$ cat src/pkg/tsd_fault_regs.svh
// Constants for the thermal shutdown and fault control block
`ifndef TSD_FAULT_REGS_SVH
`define TSD_FAULT_REGS_SVH
`define CELL_COUNT 12
`define TEN_CELLS 4'ha
`define TWELVE_CELLS 4'hc
`define FIRST_CELL 4'h1
`define CFG_DCH_RESET 12'h000
`define CFG_TEN_RESET 1'b0
`define CFG_CONV_RESET 1'b0
`define LINK_LOSS_MS 2000
`define CLK_HZ 20000000
`define MS_TICK_CYCLES (`CLK_HZ / 1000)
`endif

$ cat src/pkg/tsd_fault_pkg.sv
// Types for the thermal shutdown and fault control block
package tsd_fault_pkg;
   typedef enum logic [1:0]
   {
      ST_ACTIVE = 2'b00,
      ST_STANDBY = 2'b01
   } op_state_t;
   typedef struct packed
   {
      logic [11:0] discharge;
      logic ten_cell_select;
      logic conv_enable;
   } cfg_t;
   typedef struct packed
   {
      logic all_cells;
      logic single_cell;
      logic [3:0] cell_index;
   } conv_req_t;
endpackage

$ cat src/logic/ms_tick.sv
// Millisecond enable pulse divider
`timescale 1ns/1ns
module ms_tick #(
   parameter int CYCLES = 20000
) (
   input wire logic mclk_in,
   input wire logic rst_in,
   output logic tick_out
);
   logic [31:0] cnt_ff;
   always_ff @(posedge mclk_in)
   begin
      if (rst_in || cnt_ff == 32'(CYCLES - 1))
      begin
         cnt_ff <= 32'h0;
      end
      else
      begin
         cnt_ff <= cnt_ff + 32'h1;
      end
   end
   always_ff @(posedge mclk_in)
   begin
      if (rst_in)
      begin
         tick_out <= 1'b0;
      end
      else
      begin
         tick_out <= (cnt_ff == 32'(CYCLES - 1));
      end
   end
endmodule

$ cat src/logic/tsd_fault_ctrl.sv
// Thermal shutdown, standby and discharge control
`timescale 1ns/1ns
`include "tsd_fault_regs.svh"
module tsd_fault_ctrl #(
   parameter int LINK_LOSS_MS = `LINK_LOSS_MS,
   parameter int MS_CYCLES = `MS_TICK_CYCLES
) (
   // Clock and reset
   input wire logic mclk_in,
   input wire logic rst_in,
   // Configuration writes, commands and requests from the serial side
   input wire logic cfg_wr_in,
   input tsd_fault_pkg::cfg_t cfg_in,
   input wire logic rd_temp_cmd_in,
   input wire logic poll_req_in,
   input tsd_fault_pkg::conv_req_t conv_in,
   input wire logic [11:0] tied_top_in,
   // Pins from outside the clock domain
   input wire logic over_temp_in,
   input wire logic link_alive_in,
   input wire logic cur_port_active_in,
   input wire logic upper_link_ok_in,
   // Outputs
   output tsd_fault_pkg::cfg_t cfg_out,
   output logic [11:0] discharge_out,
   output logic [11:0] discharge_oe_out,
   output logic thermal_shutdown_flag_out,
   output logic watchdog_timeout_n_out,
   output logic tsd_detect_en_out,
   output logic conv_start_out,
   output logic [3:0] conv_first_out,
   output logic [3:0] conv_last_out,
   output logic [11:0] zero_result_out,
   output logic poll_en_out
);
   import tsd_fault_pkg::*;

   logic [3:0] s1_ff;
   logic [3:0] s2_ff;
   logic ot_s;
   logic link_s;
   logic cur_s;
   logic up_s;
   logic tick;
   logic [31:0] loss_ff;
   op_state_t state_ff;
   op_state_t nxt_state;
   cfg_t cfg_ff;
   logic detect_en;
   logic trip;

   // Two-stage synchronisers
   always_ff @(posedge mclk_in)
   begin
      if (rst_in)
      begin
         s1_ff <= 4'h0;
         s2_ff <= 4'h0;
      end
      else
      begin
         s1_ff <= {upper_link_ok_in, cur_port_active_in, link_alive_in,
                   over_temp_in};
         s2_ff <= s1_ff;
      end
   end
   assign ot_s = s2_ff[0];
   assign link_s = s2_ff[1];
   assign cur_s = s2_ff[2];
   assign up_s = s2_ff[3];

   ms_tick #(.CYCLES(MS_CYCLES)) u_tick (
      .mclk_in(mclk_in),
      .rst_in(rst_in),
      .tick_out(tick)
   );

   // Link loss timer in milliseconds
   always_ff @(posedge mclk_in)
   begin
      if (rst_in || link_s)
      begin
         loss_ff <= 32'h0;
      end
      else if (tick && loss_ff < 32'(LINK_LOSS_MS))
      begin
         loss_ff <= loss_ff + 32'h1;
      end
   end

   always_comb
   begin
      nxt_state = state_ff;
      case (state_ff)
         ST_ACTIVE:
         begin
            if (loss_ff == 32'(LINK_LOSS_MS - 1) && tick && !link_s)
            begin
               nxt_state = ST_STANDBY;
            end
         end
         ST_STANDBY:
         begin
            if (link_s)
            begin
               nxt_state = ST_ACTIVE;
            end
         end
         default:
         begin
            nxt_state = ST_STANDBY;
         end
      endcase
   end

   always_ff @(posedge mclk_in)
   begin
      if (rst_in)
      begin
         state_ff <= ST_ACTIVE;
      end
      else
      begin
         state_ff <= nxt_state;
      end
   end

   assign detect_en = (state_ff != ST_STANDBY) || cur_s;
   assign trip = detect_en && ot_s;

   // Configuration store, reset on a trip (overtemperature while detection is enabled)
   always_ff @(posedge mclk_in)
   begin
      if (rst_in || trip)
      begin
         cfg_ff.discharge <= `CFG_DCH_RESET;
         cfg_ff.ten_cell_select <= `CFG_TEN_RESET;
         cfg_ff.conv_enable <= `CFG_CONV_RESET;
      end
      else if (cfg_wr_in)
      begin
         cfg_ff <= cfg_in;
      end
   end

   // Sticky shutdown flag; a trip wins over the read clear
   always_ff @(posedge mclk_in)
   begin
      if (rst_in)
      begin
         thermal_shutdown_flag_out <= 1'b0;
      end
      else if (trip)
      begin
         thermal_shutdown_flag_out <= 1'b1;
      end
      else if (rd_temp_cmd_in)
      begin
         thermal_shutdown_flag_out <= 1'b0;
      end
   end

   // Registered outputs
   always_ff @(posedge mclk_in)
   begin
      if (rst_in)
      begin
         cfg_out <= '0;
         discharge_out <= 12'h000;
         discharge_oe_out <= 12'h000;
         watchdog_timeout_n_out <= 1'b1;
         tsd_detect_en_out <= 1'b1;
         poll_en_out <= 1'b0;
      end
      else
      begin
         cfg_out <= cfg_ff;
         // Pulled high when a switch is on; off in standby
         discharge_out <= (nxt_state == ST_STANDBY || trip) ? 12'h000
                          : cfg_ff.discharge;
         discharge_oe_out <= 12'hfff;
         watchdog_timeout_n_out <= (nxt_state != ST_STANDBY);
         tsd_detect_en_out <= detect_en;
         poll_en_out <= poll_req_in && up_s;
      end
   end

   // Conversion request decode
   always_ff @(posedge mclk_in)
   begin
      if (rst_in)
      begin
         conv_start_out <= 1'b0;
         conv_first_out <= 4'h0;
         conv_last_out <= 4'h0;
         zero_result_out <= 12'h000;
      end
      else
      begin
         conv_start_out <= cfg_ff.conv_enable && !trip
                           && (conv_in.all_cells || conv_in.single_cell);
         if (conv_in.single_cell)
         begin
            conv_first_out <= conv_in.cell_index;
            conv_last_out <= conv_in.cell_index;
         end
         else if (conv_in.all_cells)
         begin
            conv_first_out <= `FIRST_CELL;
            conv_last_out <= cfg_ff.ten_cell_select ? `TEN_CELLS
                             : `TWELVE_CELLS;
         end
         zero_result_out <= tied_top_in;
      end
   end

   a_flag_sets: assert property (@(posedge mclk_in) disable iff (rst_in)
      trip |=> thermal_shutdown_flag_out)
      else $error("flag not set on trip");
   a_flag_clear: assert property (@(posedge mclk_in) disable iff (rst_in)
      rd_temp_cmd_in && !trip |=> !thermal_shutdown_flag_out)
      else $error("flag not cleared");
   a_flag_holds: assert property (@(posedge mclk_in) disable iff (rst_in)
      thermal_shutdown_flag_out && !rd_temp_cmd_in
      |=> thermal_shutdown_flag_out)
      else $error("flag dropped");
   a_cfg_reset: assert property (@(posedge mclk_in) disable iff (rst_in)
      trip |=> cfg_ff.discharge == 12'h000 && !cfg_ff.conv_enable)
      else $error("config not reset");
   a_standby_off: assert property (@(posedge mclk_in) disable iff (rst_in)
      state_ff == ST_STANDBY |-> discharge_out == 12'h000)
      else $error("discharge on in standby");
   a_wdt_low: assert property (@(posedge mclk_in) disable iff (rst_in)
      state_ff == ST_STANDBY |-> !watchdog_timeout_n_out)
      else $error("watchdog not low");
   a_detect_en: assert property (@(posedge mclk_in) disable iff (rst_in)
      state_ff == ST_ACTIVE |=> tsd_detect_en_out)
      else $error("detect off");
   a_detect_cur: assert property (@(posedge mclk_in) disable iff (rst_in)
      cur_s |=> tsd_detect_en_out)
      else $error("detect off with current");
   a_ten_cells: assert property (@(posedge mclk_in) disable iff (rst_in)
      conv_in.all_cells && !conv_in.single_cell && cfg_ff.ten_cell_select
      |=> conv_last_out == `TEN_CELLS)
      else $error("ten cell range");
   a_poll_off: assert property (@(posedge mclk_in) disable iff (rst_in)
      !up_s |=> !poll_en_out)
      else $error("poll while link broken");
endmodule

$ cat config.mk
export PLATFORM = sky130hd
export DESIGN_NAME = tsd_fault_ctrl
export DESIGN_NICKNAME = d
export VERILOG_FILES = /design/src/pkg/tsd_fault_pkg.sv /design/src/logic/ms_tick.sv /design/src/logic/tsd_fault_ctrl.sv
export VERILOG_INCLUDE_DIRS = /design/src /design/src/pkg
export SDC_FILE = /design/constraint.sdc
export NUM_CORES = 1
export LEC_CHECK = 0
export BUFFER_PORTS_ARGS = -buffer_cell sky130_fd_sc_hd__buf_4
export CAP_MARGIN = 20
export CORE_MARGIN = 4
export CORE_UTILIZATION = 35
export DETAILED_ROUTE_END_ITERATION = 10
export PLACE_DENSITY_LB_ADDON = 0.2
export SETUP_SLACK_MARGIN = 0.15
export SLEW_MARGIN = 10
export SYNTH_ARGS = -nofsm -noshare
export SYNTH_HDL_FRONTEND = slang
export SYNTH_SLANG_ARGS = --single-unit
$ cat constraint.sdc
create_clock -name mclk_in -period 2.23 [get_ports mclk_in]
set_input_delay 0.1115 -clock mclk_in [delete_from_list [all_inputs] [get_ports mclk_in]]
set_output_delay 0.1115 -clock mclk_in [all_outputs]
set_load 0.005 [all_outputs]
==> results of run 1 <==
## per-layer routing
metal	up-vias	share of wire	GRT usage
met5	-	0	0
met4	0	0.021	0.0617
met3	28	0.052	0.0491
met2	82	0.47	0.214
met1	1847	0.45	0.166
li1	2052	-	-
## final cells by class
| class | instances | area (µm²) | share of cell area |
|---|---|---|---|
| Clock buffer | 21 | 470 | 0.0644 |
| Inverter | 11 | 41.3 | 0.00565 |
| Tap cell | 184 | 230 | 0.0315 |
| Clock inverter | 11 | 164 | 0.0224 |
| Sequential cell | 141 | 2830 | 0.387 |
| Multi-Input combinational cell | 342 | 2230 | 0.305 |
| Timing Repair Buffer | 160 | 1340 | 0.184 |
## what timing repair did
item,in CTS,in global routing
endpoints found under the hold margin,40,0
pin swaps,1,11
gates resized for setup,5,30
hold buffers,36,0
endpoints found under the setup margin,43,47
gates cloned,0,3
buffers inserted,0,2
## logic make-up after synthesis
| logic type | after synthesis | share of synthesized area |
|---|---|---|
| simple gates | 261 | 0.276 |
| flops | 141 | 0.544 |
| buf+inv | 45 | 0.0497 |
| xor+xnor | 31 | 0.0523 |
| compound gates | 29 | 0.0379 |
| mux | 18 | 0.0347 |
| fa+ha+maj | 2 | 0.00482 |
| other cells | 1 | 0.000723 |
## critical path, cell delays in order (launching register included)
cell and delay, ns:
dfxtp_2 0.32, or4_4 0.52, or4_4 0.50, nor4_4 0.17, or2_4 0.23, clkbuf_16 0.18, nor2_2 0.04
## path summary, 6_finish.rpt
| path | endpoint | slack [ns] |
|---|---|---|
| min reg2reg | s2_ff[2] | 0.44 |
| max | u_tick.cnt_ff[19] | 0.16 |
| max reg2reg | u_tick.cnt_ff[19] | 0.16 |
| min | conv_start_out | 0.02 |
## per-stage QoR
| step | hold slack (ns) | setup WS, ns | cells | cell area [µm²] | power [mW] |
|---|---|---|---|---|---|
| after floorplan | 0.216 | 0.173 | 528 | 5190 | 2.82 |
| after global placement | 0.322 | 0.0354 | 797 | 6120 | 2.97 |
| after detailed placement | 0.329 | -0.0250 | 797 | 6120 | 2.98 |
| after CTS | 0.00349 | 0.146 | 865 | 7150 | 6.05 |
| after global routing | 0.0274 | 0.0802 | 870 | 7300 | 6.21 |
| final | 0.0249 | 0.158 | 870 | 7300 | 5.99 |
## power groups by stage
| stage | Combinational, mW | Sequential (mW) | Clock [mW] |
|---|---|---|---|
| after floorplan | 0.151 | 2.67 | 0 |
| after global placement | 0.298 | 2.67 | 0 |
| after detailed placement | 0.304 | 2.67 | 0 |
| after CTS | 0.357 | 2.62 | 3.07 |
| after global routing | 0.404 | 2.63 | 3.18 |
| final | 0.367 | 2.62 | 3.01 |
## cells in the final DEF (no fill, tap or decap), types with 3 or more instances in the layout
master / count
dfxtp_1: 139
buf_4: 119
nor2_1: 66
dlygate4sd3_1: 36
nor2b_1: 34
and2_1: 30
xnor2_1: 22
nand2_1: 21
mux2i_1: 18
clkbuf_16: 18
nand3_1: 15
nand4_1: 14
nor2_2: 14
a21oi_1: 13
inv_1: 11
xor2_1: 9
and3_1: 7
or3_1: 6
nor4_1: 6
nor3_1: 6
and4_1: 5
and2_4: 5
or4_1: 4
or4_4: 4
nor3b_1: 4
bufinv_16: 4
clkinv_2: 4
o21ai_0: 3
nor2_4: 3
a41o_1: 3
clkbuf_8: 3
## registers in the layout (all words and copies together), names as in the netlist
signal,cells
state_ff,2
tsd_detect_en_out,1
watchdog_timeout_n_out,1
zero_result_out,12
loss_ff,32
conv_start_out,1
cfg_out,14
cfg_ff,14
conv_last_out,4
poll_en_out,1
conv_first_out,4
discharge_out,12
u_tick.cnt_ff,32
s2_ff,4
s1_ff,4
u_tick.tick_out,1
discharge_oe_out,1
thermal_shutdown_flag_out,1
==> results.tsv, run 1 <==
stage	metric	value	unit
clocking	cts_tree	yes	
timing	hold_viol	0	
pwr	netSwitchingPower	1.23	mW
logic_synthesis	synth-seq-cells	141	
placement	hpwl	7570	µm
routing	first_pass_iters	4	
logic_synthesis	synthArstFlopShare	0	
critical_path	r2r_start	u_tick.cnt_ff[28]	
logic_synthesis	synth_top_area_share	0.544	
floorplanning	initial_utilization	0.357	
critical_path	crit_fanout	5	
floorplanning	die_h	130	µm
pwr	power_density	821	nW/µm²
global_routing	grt_pass1_wl	18000	µm
timing	tns	0	ns
pwr	power.share.clock	0.501	
pwr	seqPwrFrac	0.437	
floorplanning	boundaryPins	104	
global_routing	grt_overflow	0	
routing	first_iter_violations	180	
pwr	pwr-share-comb	0.061	
hold_path	min_path_type	in -> reg	
logic_synthesis	yosys.cell_types.count	48	
logic_synthesis	synth.area.top_cells	dfxtp_1, nor2_1, and2_1	
clocking	clk_pin_slew_worst_paths	0.06	ns
logic_synthesis	ys_seq_area_frac	0.544	
pwr	p_leak	3.04	nW
run	cap_violations	0	
clocking	cts_buffer_depth	2	
clocking	htree_levels	4	
global_routing	groute.usage.overall	0.136	
timing	period_share	0.929	
logic_synthesis	synth-edff-count	0	
floorplanning	core_area	14500	µm²
floorplanning	row_count	44	
logic_synthesis	synth.most_common_cell	dfxtp_1	
clocking	clock_latency	0.41	ns
pwr	switching_share	0.206	
logic_synthesis	yosysWarningCount	0	
logic_synthesis	syn-num-nets	571	
hold_path	whs_path_depth	2	
critical_path	end_kind	register	
critical_path	crit_type	reg -> reg	
logic_synthesis	netlist_area	5190	µm²
logic_synthesis	synth.top_cells.by_count	dfxtp_1, nor2_1, and2_1, nor2b_1, xnor2_1	
routing	drt-vias-per-instance	4.61	
floorplanning	dieArea	16800	µm²
routing	drc_errors	0	
final_layout	fin_nets	716	
routing	antenna_left	0	
routing	wl_per_cell	13.1	µm
final_layout	utilization	0.502	
timing	grt_setup_unrepaired	true	
timing	fin_crit	2.07	ns
timing	clock_skew	0.00646	ns
timing	fmax	0.483	GHz
clocking	cts_root_buffer	clkbuf_16	
outcome	status	finished clean	
timing	slew_headroom	0.620	
timing	setup_violations	0	
final_layout	antenna_cells	0	
final_layout	fill_cells	1335	
final_layout	drive_gt1_frac	0.292	
routing	wl	11400	µm
pwr	p_int	4.76	mW
critical_path	cp-start-kind	register	
clocking	numCtsBuffers	17	
hold_path	hold_path_startpoint	conv_in[5]	
logic_synthesis	synth_area_per_cell	9.82	µm²
logic_synthesis	synthCells	528	
pwr	peakVddDrop	0.000627	V
logic_synthesis	yosys.area.top_type	dfxtp_1	
floorplanning	chipWidth	130	µm
critical_path	worst_ep_arrival_time	2.38	ns
placement	gp_congestion	0.854	
critical_path	r2r_cells	6	
global_routing	antenna_found_initial	0	
clocking	cts_num_sinks	141	
global_routing	grt_pass1_vias	3837	
critical_path	crit_required	2.54	ns
logic_synthesis	ys.flop_type	dfxtp_1	
global_routing	grt_max_degree	53	
final_layout	area_growth_syn_to_layout	40.8	%
timing	worst_pin_slew	0.571	ns
timing	slew_violations	0	
critical_path	startpoint	u_tick.cnt_ff[28]	
placement	numPortBuffers	103	
routing	vias	4009	
Note: power is estimated with default switching activity, not from simulation.
==> run 2, diff against run 1 <==
--- a/config.mk
+++ b/config.mk
@@ -11,6 +11,7 @@
 export CORE_MARGIN = 4
 export CORE_UTILIZATION = 35
 export DETAILED_ROUTE_END_ITERATION = 10
+export HOLD_SLACK_MARGIN = 0.05
 export PLACE_DENSITY_LB_ADDON = 0.2
 export SETUP_SLACK_MARGIN = 0.15
 export SLEW_MARGIN = 10
==> results.tsv, run 2 (synthesis results as in run 1) <==
stage	metric	value	unit	change
outcome	status	finished clean		unchanged
critical_path	cp_slowest_cell	or4_4		unchanged
final_layout	top_regs	loss_ff (32), u_tick.cnt_ff (32)		unchanged
critical_path	r2r_start	u_tick.cnt_ff[28]		unchanged
clocking	cts_tree	yes		unchanged
routing	drt-vias-per-instance	4.60		was 4.61
clocking	clock_latency	0.41	ns	about the same
clocking	cts_root_buffer	clkbuf_16		unchanged
critical_path	slowest_delay	0.52	ns	about the same
placement	gp_congestion	0.854		unchanged
critical_path	cp-start-kind	register		unchanged
global_routing	antenna_found_initial	0		unchanged
critical_path	worst_ep_arrival_time	2.38	ns	about the same
final_layout	layout_commonest_cell	dfxtp_1		unchanged
final_layout	area_growth_syn_to_layout	41.0	%	was 40.8%
critical_path	crit_fanout	5		unchanged
routing	wl	11400	µm	about the same
routing	first_iter_violations	165		was 180
timing	slew_headroom	0.620		about the same
hold_path	min_path_type	in -> reg		unchanged
final_layout	utilization	0.503		was 0.502
final_layout	drive_gt1_frac	0.291		was 0.292
final_layout	antenna_cells	0		unchanged
critical_path	critPathMostFrequentCell	or4_4		unchanged
floorplanning	core_area	14500	µm²	unchanged
critical_path	end_kind	register		unchanged
pwr	peakVddDrop	0.000626	V	was 0.000627 V
timing	period_share	0.929		about the same
timing	worst_pin_slew	0.570	ns	was 0.571 ns
timing	slew_violations	0		unchanged
clocking	cts_num_sinks	141		unchanged
placement	placed_cells	797		unchanged
routing	vias	4003		was 4,009
critical_path	crit_type	reg -> reg		unchanged
routing	wl_per_cell	13.1	µm	about the same
critical_path	crit_chain	or4_4 > or4_4 > nor4_4 > or2_4 > clkbuf_16 > nor2_2		unchanged
global_routing	grt_overflow	0		unchanged
critical_path	worst_path_dominant_cell_family	simple AND/OR/NAND/NOR gates		unchanged
placement	numPortBuffers	103		unchanged
timing	hold_viol	0		unchanged
hold_path	hold_path_startpoint	conv_in[4]		was conv_in[5]
timing	fmax	0.483	GHz	about the same
final_layout	fin_nets	717		was 716
floorplanning	chipWidth	130	µm	unchanged
final_layout	fill_cells	1333		was 1,335
floorplanning	boundaryPins	104		unchanged
global_routing	grt_pass1_wl	18100	µm	was 18,000 µm
floorplanning	row_count	44		unchanged
timing	clock_skew	0.00667	ns	was 0.00646 ns
timing	fin_crit	2.07	ns	about the same
routing	drc_errors	0		unchanged
global_routing	grt_max_degree	53		unchanged
clocking	numCtsBuffers	17		unchanged
final_layout	final_cells	871		was 870
pwr	p_total	6.00	mW	was 5.99 mW
critical_path	crit_required	2.54	ns	about the same
critical_path	r2r_slack	0.16	ns	about the same
routing	first_pass_iters	4		unchanged
clocking	htree_levels	4		unchanged
timing	grt_setup_unrepaired	true		unchanged
critical_path	worst-path-buf-inv	1		unchanged
floorplanning	die_h	130	µm	unchanged
critical_path	r2r_cells	6		unchanged
placement	hpwl	7570	µm	unchanged
floorplanning	dieArea	16800	µm²	unchanged
global_routing	groute.usage.overall	0.136		about the same
pwr	p_leak	3.04	nW	about the same
floorplanning	initial_utilization	0.357		unchanged
pwr	power_density	820	nW/µm²	was 821 nW/µm²
timing	setup_violations	0		unchanged
clocking	clk_pin_slew_worst_paths	0.06	ns	about the same
final_layout	final_cell_mix	dfxtp_1, buf_4, nor2_1		unchanged
run	cap_violations	0		unchanged
clocking	cts_buffer_depth	2		unchanged
global_routing	grt_pass1_vias	3846		was 3,837
critical_path	worstReg2RegEnd	u_tick.cnt_ff[19]		unchanged
hold_path	hold_end	conv_last_out[2]		was conv_start_out
hold_path	whs_path_depth	3		was 2
routing	antenna_left	0		unchanged
-- run 2: changes by cell type in the layout (fill, tap and decap cells not counted), sizes merged --
cell,change
dlygate4sd3,+1
-- run 2: how the worst max path moves through the flow --
stage	startpoint	to	slack (ns)	cells past startpoint
floorplan	u_tick.cnt_ff[28]	u_tick.cnt_ff[30]	0.17	7
global placement	u_tick.cnt_ff[28]	u_tick.cnt_ff[29]	0.04	6
detailed placement	u_tick.cnt_ff[28]	u_tick.cnt_ff[9]	-0.03	6
CTS	u_tick.cnt_ff[28]	u_tick.cnt_ff[9]	0.15	6
global route	u_tick.cnt_ff[11]	u_tick.cnt_ff[29]	0.08	5
finish	u_tick.cnt_ff[28]	u_tick.cnt_ff[19]	0.16	6
-- run 2: stage by stage --
stage	worst slack [ns]	area, µm²	setup TNS [ns]	hold WS, ns
finish	0.158	7310	0	0.0820
global route	0.0802	7310	0	0.0948
CTS	0.146	7160	0	0.0572
detailed placement	-0.0250	6120	-0.261	0.329
global placement	0.0354	6120	0	0.322
floorplan	0.173	5190	0	0.216
-- run 2: area by class of cell --
type / count / area [µm²] / share of cell area
inverters: 11 / 41.3 / 0.00565
multi-input cells: 342 / 2230 / 0.305
clock inverters: 11 / 164 / 0.0224
well taps: 184 / 230 / 0.0315
flip-flops and latches: 141 / 2830 / 0.386
repair buffers: 161 / 1350 / 0.185
clock buffers: 21 / 470 / 0.0643
-- run 2: repair_timing --
| action | in CTS | in global routing |
|---|---|---|
| hold endpoints to repair | 41 | 0 |
| buffers inserted | 0 | 2 |
| gates resized for setup | 5 | 30 |
| pin swaps | 1 | 11 |
| hold buffers | 37 | 0 |
| gates cloned | 0 | 3 |
| endpoints found under the setup margin | 43 | 47 |
-- run 2: power breakdown --
part / switching (mW) / internal (mW) / total (mW)
combinational: 0.149 / 0.219 / 0.368
sequential: 0.0335 / 2.59 / 2.62
clock: 1.05 / 1.95 / 3.01
total: 1.24 / 4.76 / 6.00
-- run 2: worst min-delay path: stages --
cell and delay, ns:
buf_4 0.19, a21oi_1 0.08, nor2_1 0.07
-- run 2: per-layer routing --
metal / vias up / part of all wire / global-route usage
li1: 2056 / - / -
met4: 0 / 0.021 / 0.0617
met1: 1835 / 0.45 / 0.167
met2: 84 / 0.47 / 0.214
met5: - / 0 / 0
met3: 28 / 0.052 / 0.0491
==> run 3, diff against run 2 <==
--- a/config.mk
+++ b/config.mk
@@ -8,6 +8,7 @@
 export LEC_CHECK = 0
 export BUFFER_PORTS_ARGS = -buffer_cell sky130_fd_sc_hd__buf_4
 export CAP_MARGIN = 20
+export CORE_ASPECT_RATIO = 1.1
 export CORE_MARGIN = 4
 export CORE_UTILIZATION = 35
 export DETAILED_ROUTE_END_ITERATION = 10
==> results.tsv, run 3 (synthesis results as in run 1) <==
stage	metric	value	unit	change
clocking	cts_root_buffer	clkbuf_16		unchanged
timing	grt_setup_unrepaired	true		unchanged
global_routing	grt_pass1_wl	18300	µm	was 18,100 µm
global_routing	grt_pass1_vias	3866		was 3,846
critical_path	r2r_start	loss_ff[28]		was u_tick.cnt_ff[28]
routing	wl_per_cell	13.2	µm	was 13.1 µm
placement	placed_cells	805		was 797
timing	worst_hold_slack	0.0684	ns	was 0.0820 ns
routing	first_pass_iters	4		unchanged
critical_path	end_kind	register		unchanged
placement	gp_congestion	0.764		was 0.854
critical_path	crit_type	reg -> reg		unchanged
run	cap_violations	0		unchanged
pwr	pwr-share-comb	0.065		was 0.061
placement	numPortBuffers	103		unchanged
global_routing	antenna_found_initial	0		unchanged
final_layout	final_cells	883		was 871
timing	tns	0	ns	unchanged
floorplanning	row_count	46		was 44
final_layout	fin_nets	722		was 717
global_routing	groute.usage.overall	0.139		was 0.136
clocking	cts_tree	yes		unchanged
floorplanning	dieArea	16800	µm²	about the same
pwr	p_leak	3.06	nW	was 3.04 nW
final_layout	antenna_cells	0		unchanged
timing	worst_pin_slew	0.502	ns	was 0.570 ns
routing	first_iter_violations	215		was 165
routing	antenna_left	0		unchanged
floorplanning	core_area	14500	µm²	about the same
pwr	p_int	4.65	mW	was 4.76 mW
critical_path	r2r_slack	0.14	ns	was 0.16 ns
timing	clock_skew	0.00624	ns	was 0.00667 ns
floorplanning	initial_utilization	0.358		was 0.357
critical_path	crit_fanout	8		was 5
routing	drt-vias-per-instance	4.54		was 4.60
critical_path	crit_required	2.54	ns	about the same
pwr	peakVddDrop	0.000511	V	was 0.000626 V
timing	hold_viol	0		unchanged
outcome	status	finished clean		unchanged
clocking	numCtsBuffers	17		unchanged
pwr	power_density	802	nW/µm²	was 820 nW/µm²
pwr	seqPwrFrac	0.447		was 0.437
routing	vias	4012		was 4,003
final_layout	area_growth_syn_to_layout	41.1	%	was 41.0%
critical_path	r2r_cells	5		was 6
placement	hpwl	7790	µm	was 7570 µm
timing	slew_headroom	0.664		was 0.620
clocking	clk_pin_slew_worst_paths	0.06	ns	about the same
clocking	clock_latency	0.41	ns	about the same
hold_path	hold_end	s2_ff[1]		was conv_last_out[2]
floorplanning	chipWidth	124	µm	was 130 µm
floorplanning	boundaryPins	104		unchanged
hold_path	hold_path_startpoint	rst_in		was conv_in[4]
pwr	switching_share	0.208		was 0.206
routing	wl	11600	µm	was 11,400 µm
floorplanning	die_h	136	µm	was 130 µm
timing	fin_ws	0.139	ns	was 0.158 ns
final_layout	final_cell_mix	dfxtp_1, buf_4, nor2_1		unchanged
placement	dpl-instance-area	6120	µm²	about the same
clocking	cts_num_sinks	141		unchanged
timing	period_share	0.938		was 0.929
critical_path	cp-start-kind	register		unchanged
clocking	cts_buffer_depth	2		unchanged
critical_path	worstReg2RegEnd	loss_ff[4]		was u_tick.cnt_ff[19]
pwr	power.share.clock	0.489		was 0.501
final_layout	drive_gt1_frac	0.282		was 0.291
final_layout	fin_area	7320	µm²	was 7310 µm²
timing	fmax	0.478	GHz	was 0.483 GHz
final_layout	layout_commonest_cell	dfxtp_1		unchanged
hold_path	min_path_type	in -> reg		unchanged
global_routing	grt_max_degree	29		was 53
routing	drc_errors	0		unchanged
clocking	htree_levels	4		unchanged
critical_path	worst_ep_arrival_time	2.40	ns	was 2.38 ns
timing	fin_crit	2.09	ns	was 2.07 ns
global_routing	grt_overflow	0		unchanged
hold_path	whs_path_depth	2		was 3
timing	slew_violations	0		unchanged
pwr	netSwitchingPower	1.22	mW	was 1.24 mW
final_layout	top_regs	loss_ff (32), u_tick.cnt_ff (32)		unchanged
timing	setup_violations	0		unchanged
placement	place_ws	0.00413	ns	was -0.0250 ns
run 3: cell types whose count changed in the layout (fill, tap and decap cells not counted), sizes merged:
| cell | change |
|---|---|
| buf | +5 |
| clkbuf | -1 |
| clkinvlp | +1 |
| bufinv | -1 |
run 3: worst max-delay path by stage:
stage / startpoint / slack (ns) / endpoint / depth (start not counted)
after global placement: u_tick.cnt_ff[28] / 0.06 / u_tick.cnt_ff[28] / 6
after global routing: loss_ff[28] / 0.08 / loss_ff[4] / 5
after detailed placement: u_tick.cnt_ff[28] / 0.004 / u_tick.cnt_ff[20] / 6
final: loss_ff[28] / 0.14 / loss_ff[4] / 5
after floorplan: u_tick.cnt_ff[28] / 0.17 / u_tick.cnt_ff[30] / 7
after CTS: loss_ff[31] / 0.16 / discharge_out[2] / 6
run 3: power groups by stage:
stage                     clock network (mW)  registers, mW  logic [mW]
final                                   2.87           2.62       0.380
after global routing                    3.05           2.63       0.416
after CTS                               2.92           2.62       0.378
after detailed placement                   0           2.67       0.301
after global placement                     0           2.67       0.297
after floorplan                            0           2.67       0.151
run 3: critical path: stages (launching register included):
cell,delay [ns]
dfxtp_1,0.31
or4_4,0.53
or3_4,0.43
nor3_4,0.34
a311oi_2,0.16
a41o_1,0.22
run 3: what timing repair did:
| action | 4_1_cts | 5_1_grt |
|---|---|---|
| endpoints found under the setup margin | 43 | 50 |
| gates cloned | 2 | 1 |
| gates resized for setup | 13 | 10 |
| setup buffers | 5 | 2 |
| hold buffers | 37 | 0 |
| endpoints found under the hold margin | 41 | 0 |
| pin swaps | 5 | 7 |
run 3: layout make-up:
class	instances	area, µm²
sequential	141	2830
fill	1370	7180
multi-input combinational	342	2190
inverter	11	41.3
tap	192	240
clock buffer	20	467
timing repair buffer	166	1420
clock inverter	11	141
run 3: through the flow:
stage               power, mW  utilization
finish                   5.87        0.505
detailed placement       2.98        0.422
global placement         2.97        0.422
floorplan                2.82            -
CTS                      5.92        0.499
global route             6.10        0.505
run 3: per-layer routing:
| metal | track usage | up-vias | wire length, µm |
|---|---|---|---|
| li1 | - | 2059 | - |
| met3 | 0.0447 | 15 | 554 |
| met2 | 0.232 | 73 | 5910 |
| met4 | 0.0511 | 0 | 160 |
| met5 | 0 | - | 0 |
| met1 | 0.166 | 1865 | 5020 |
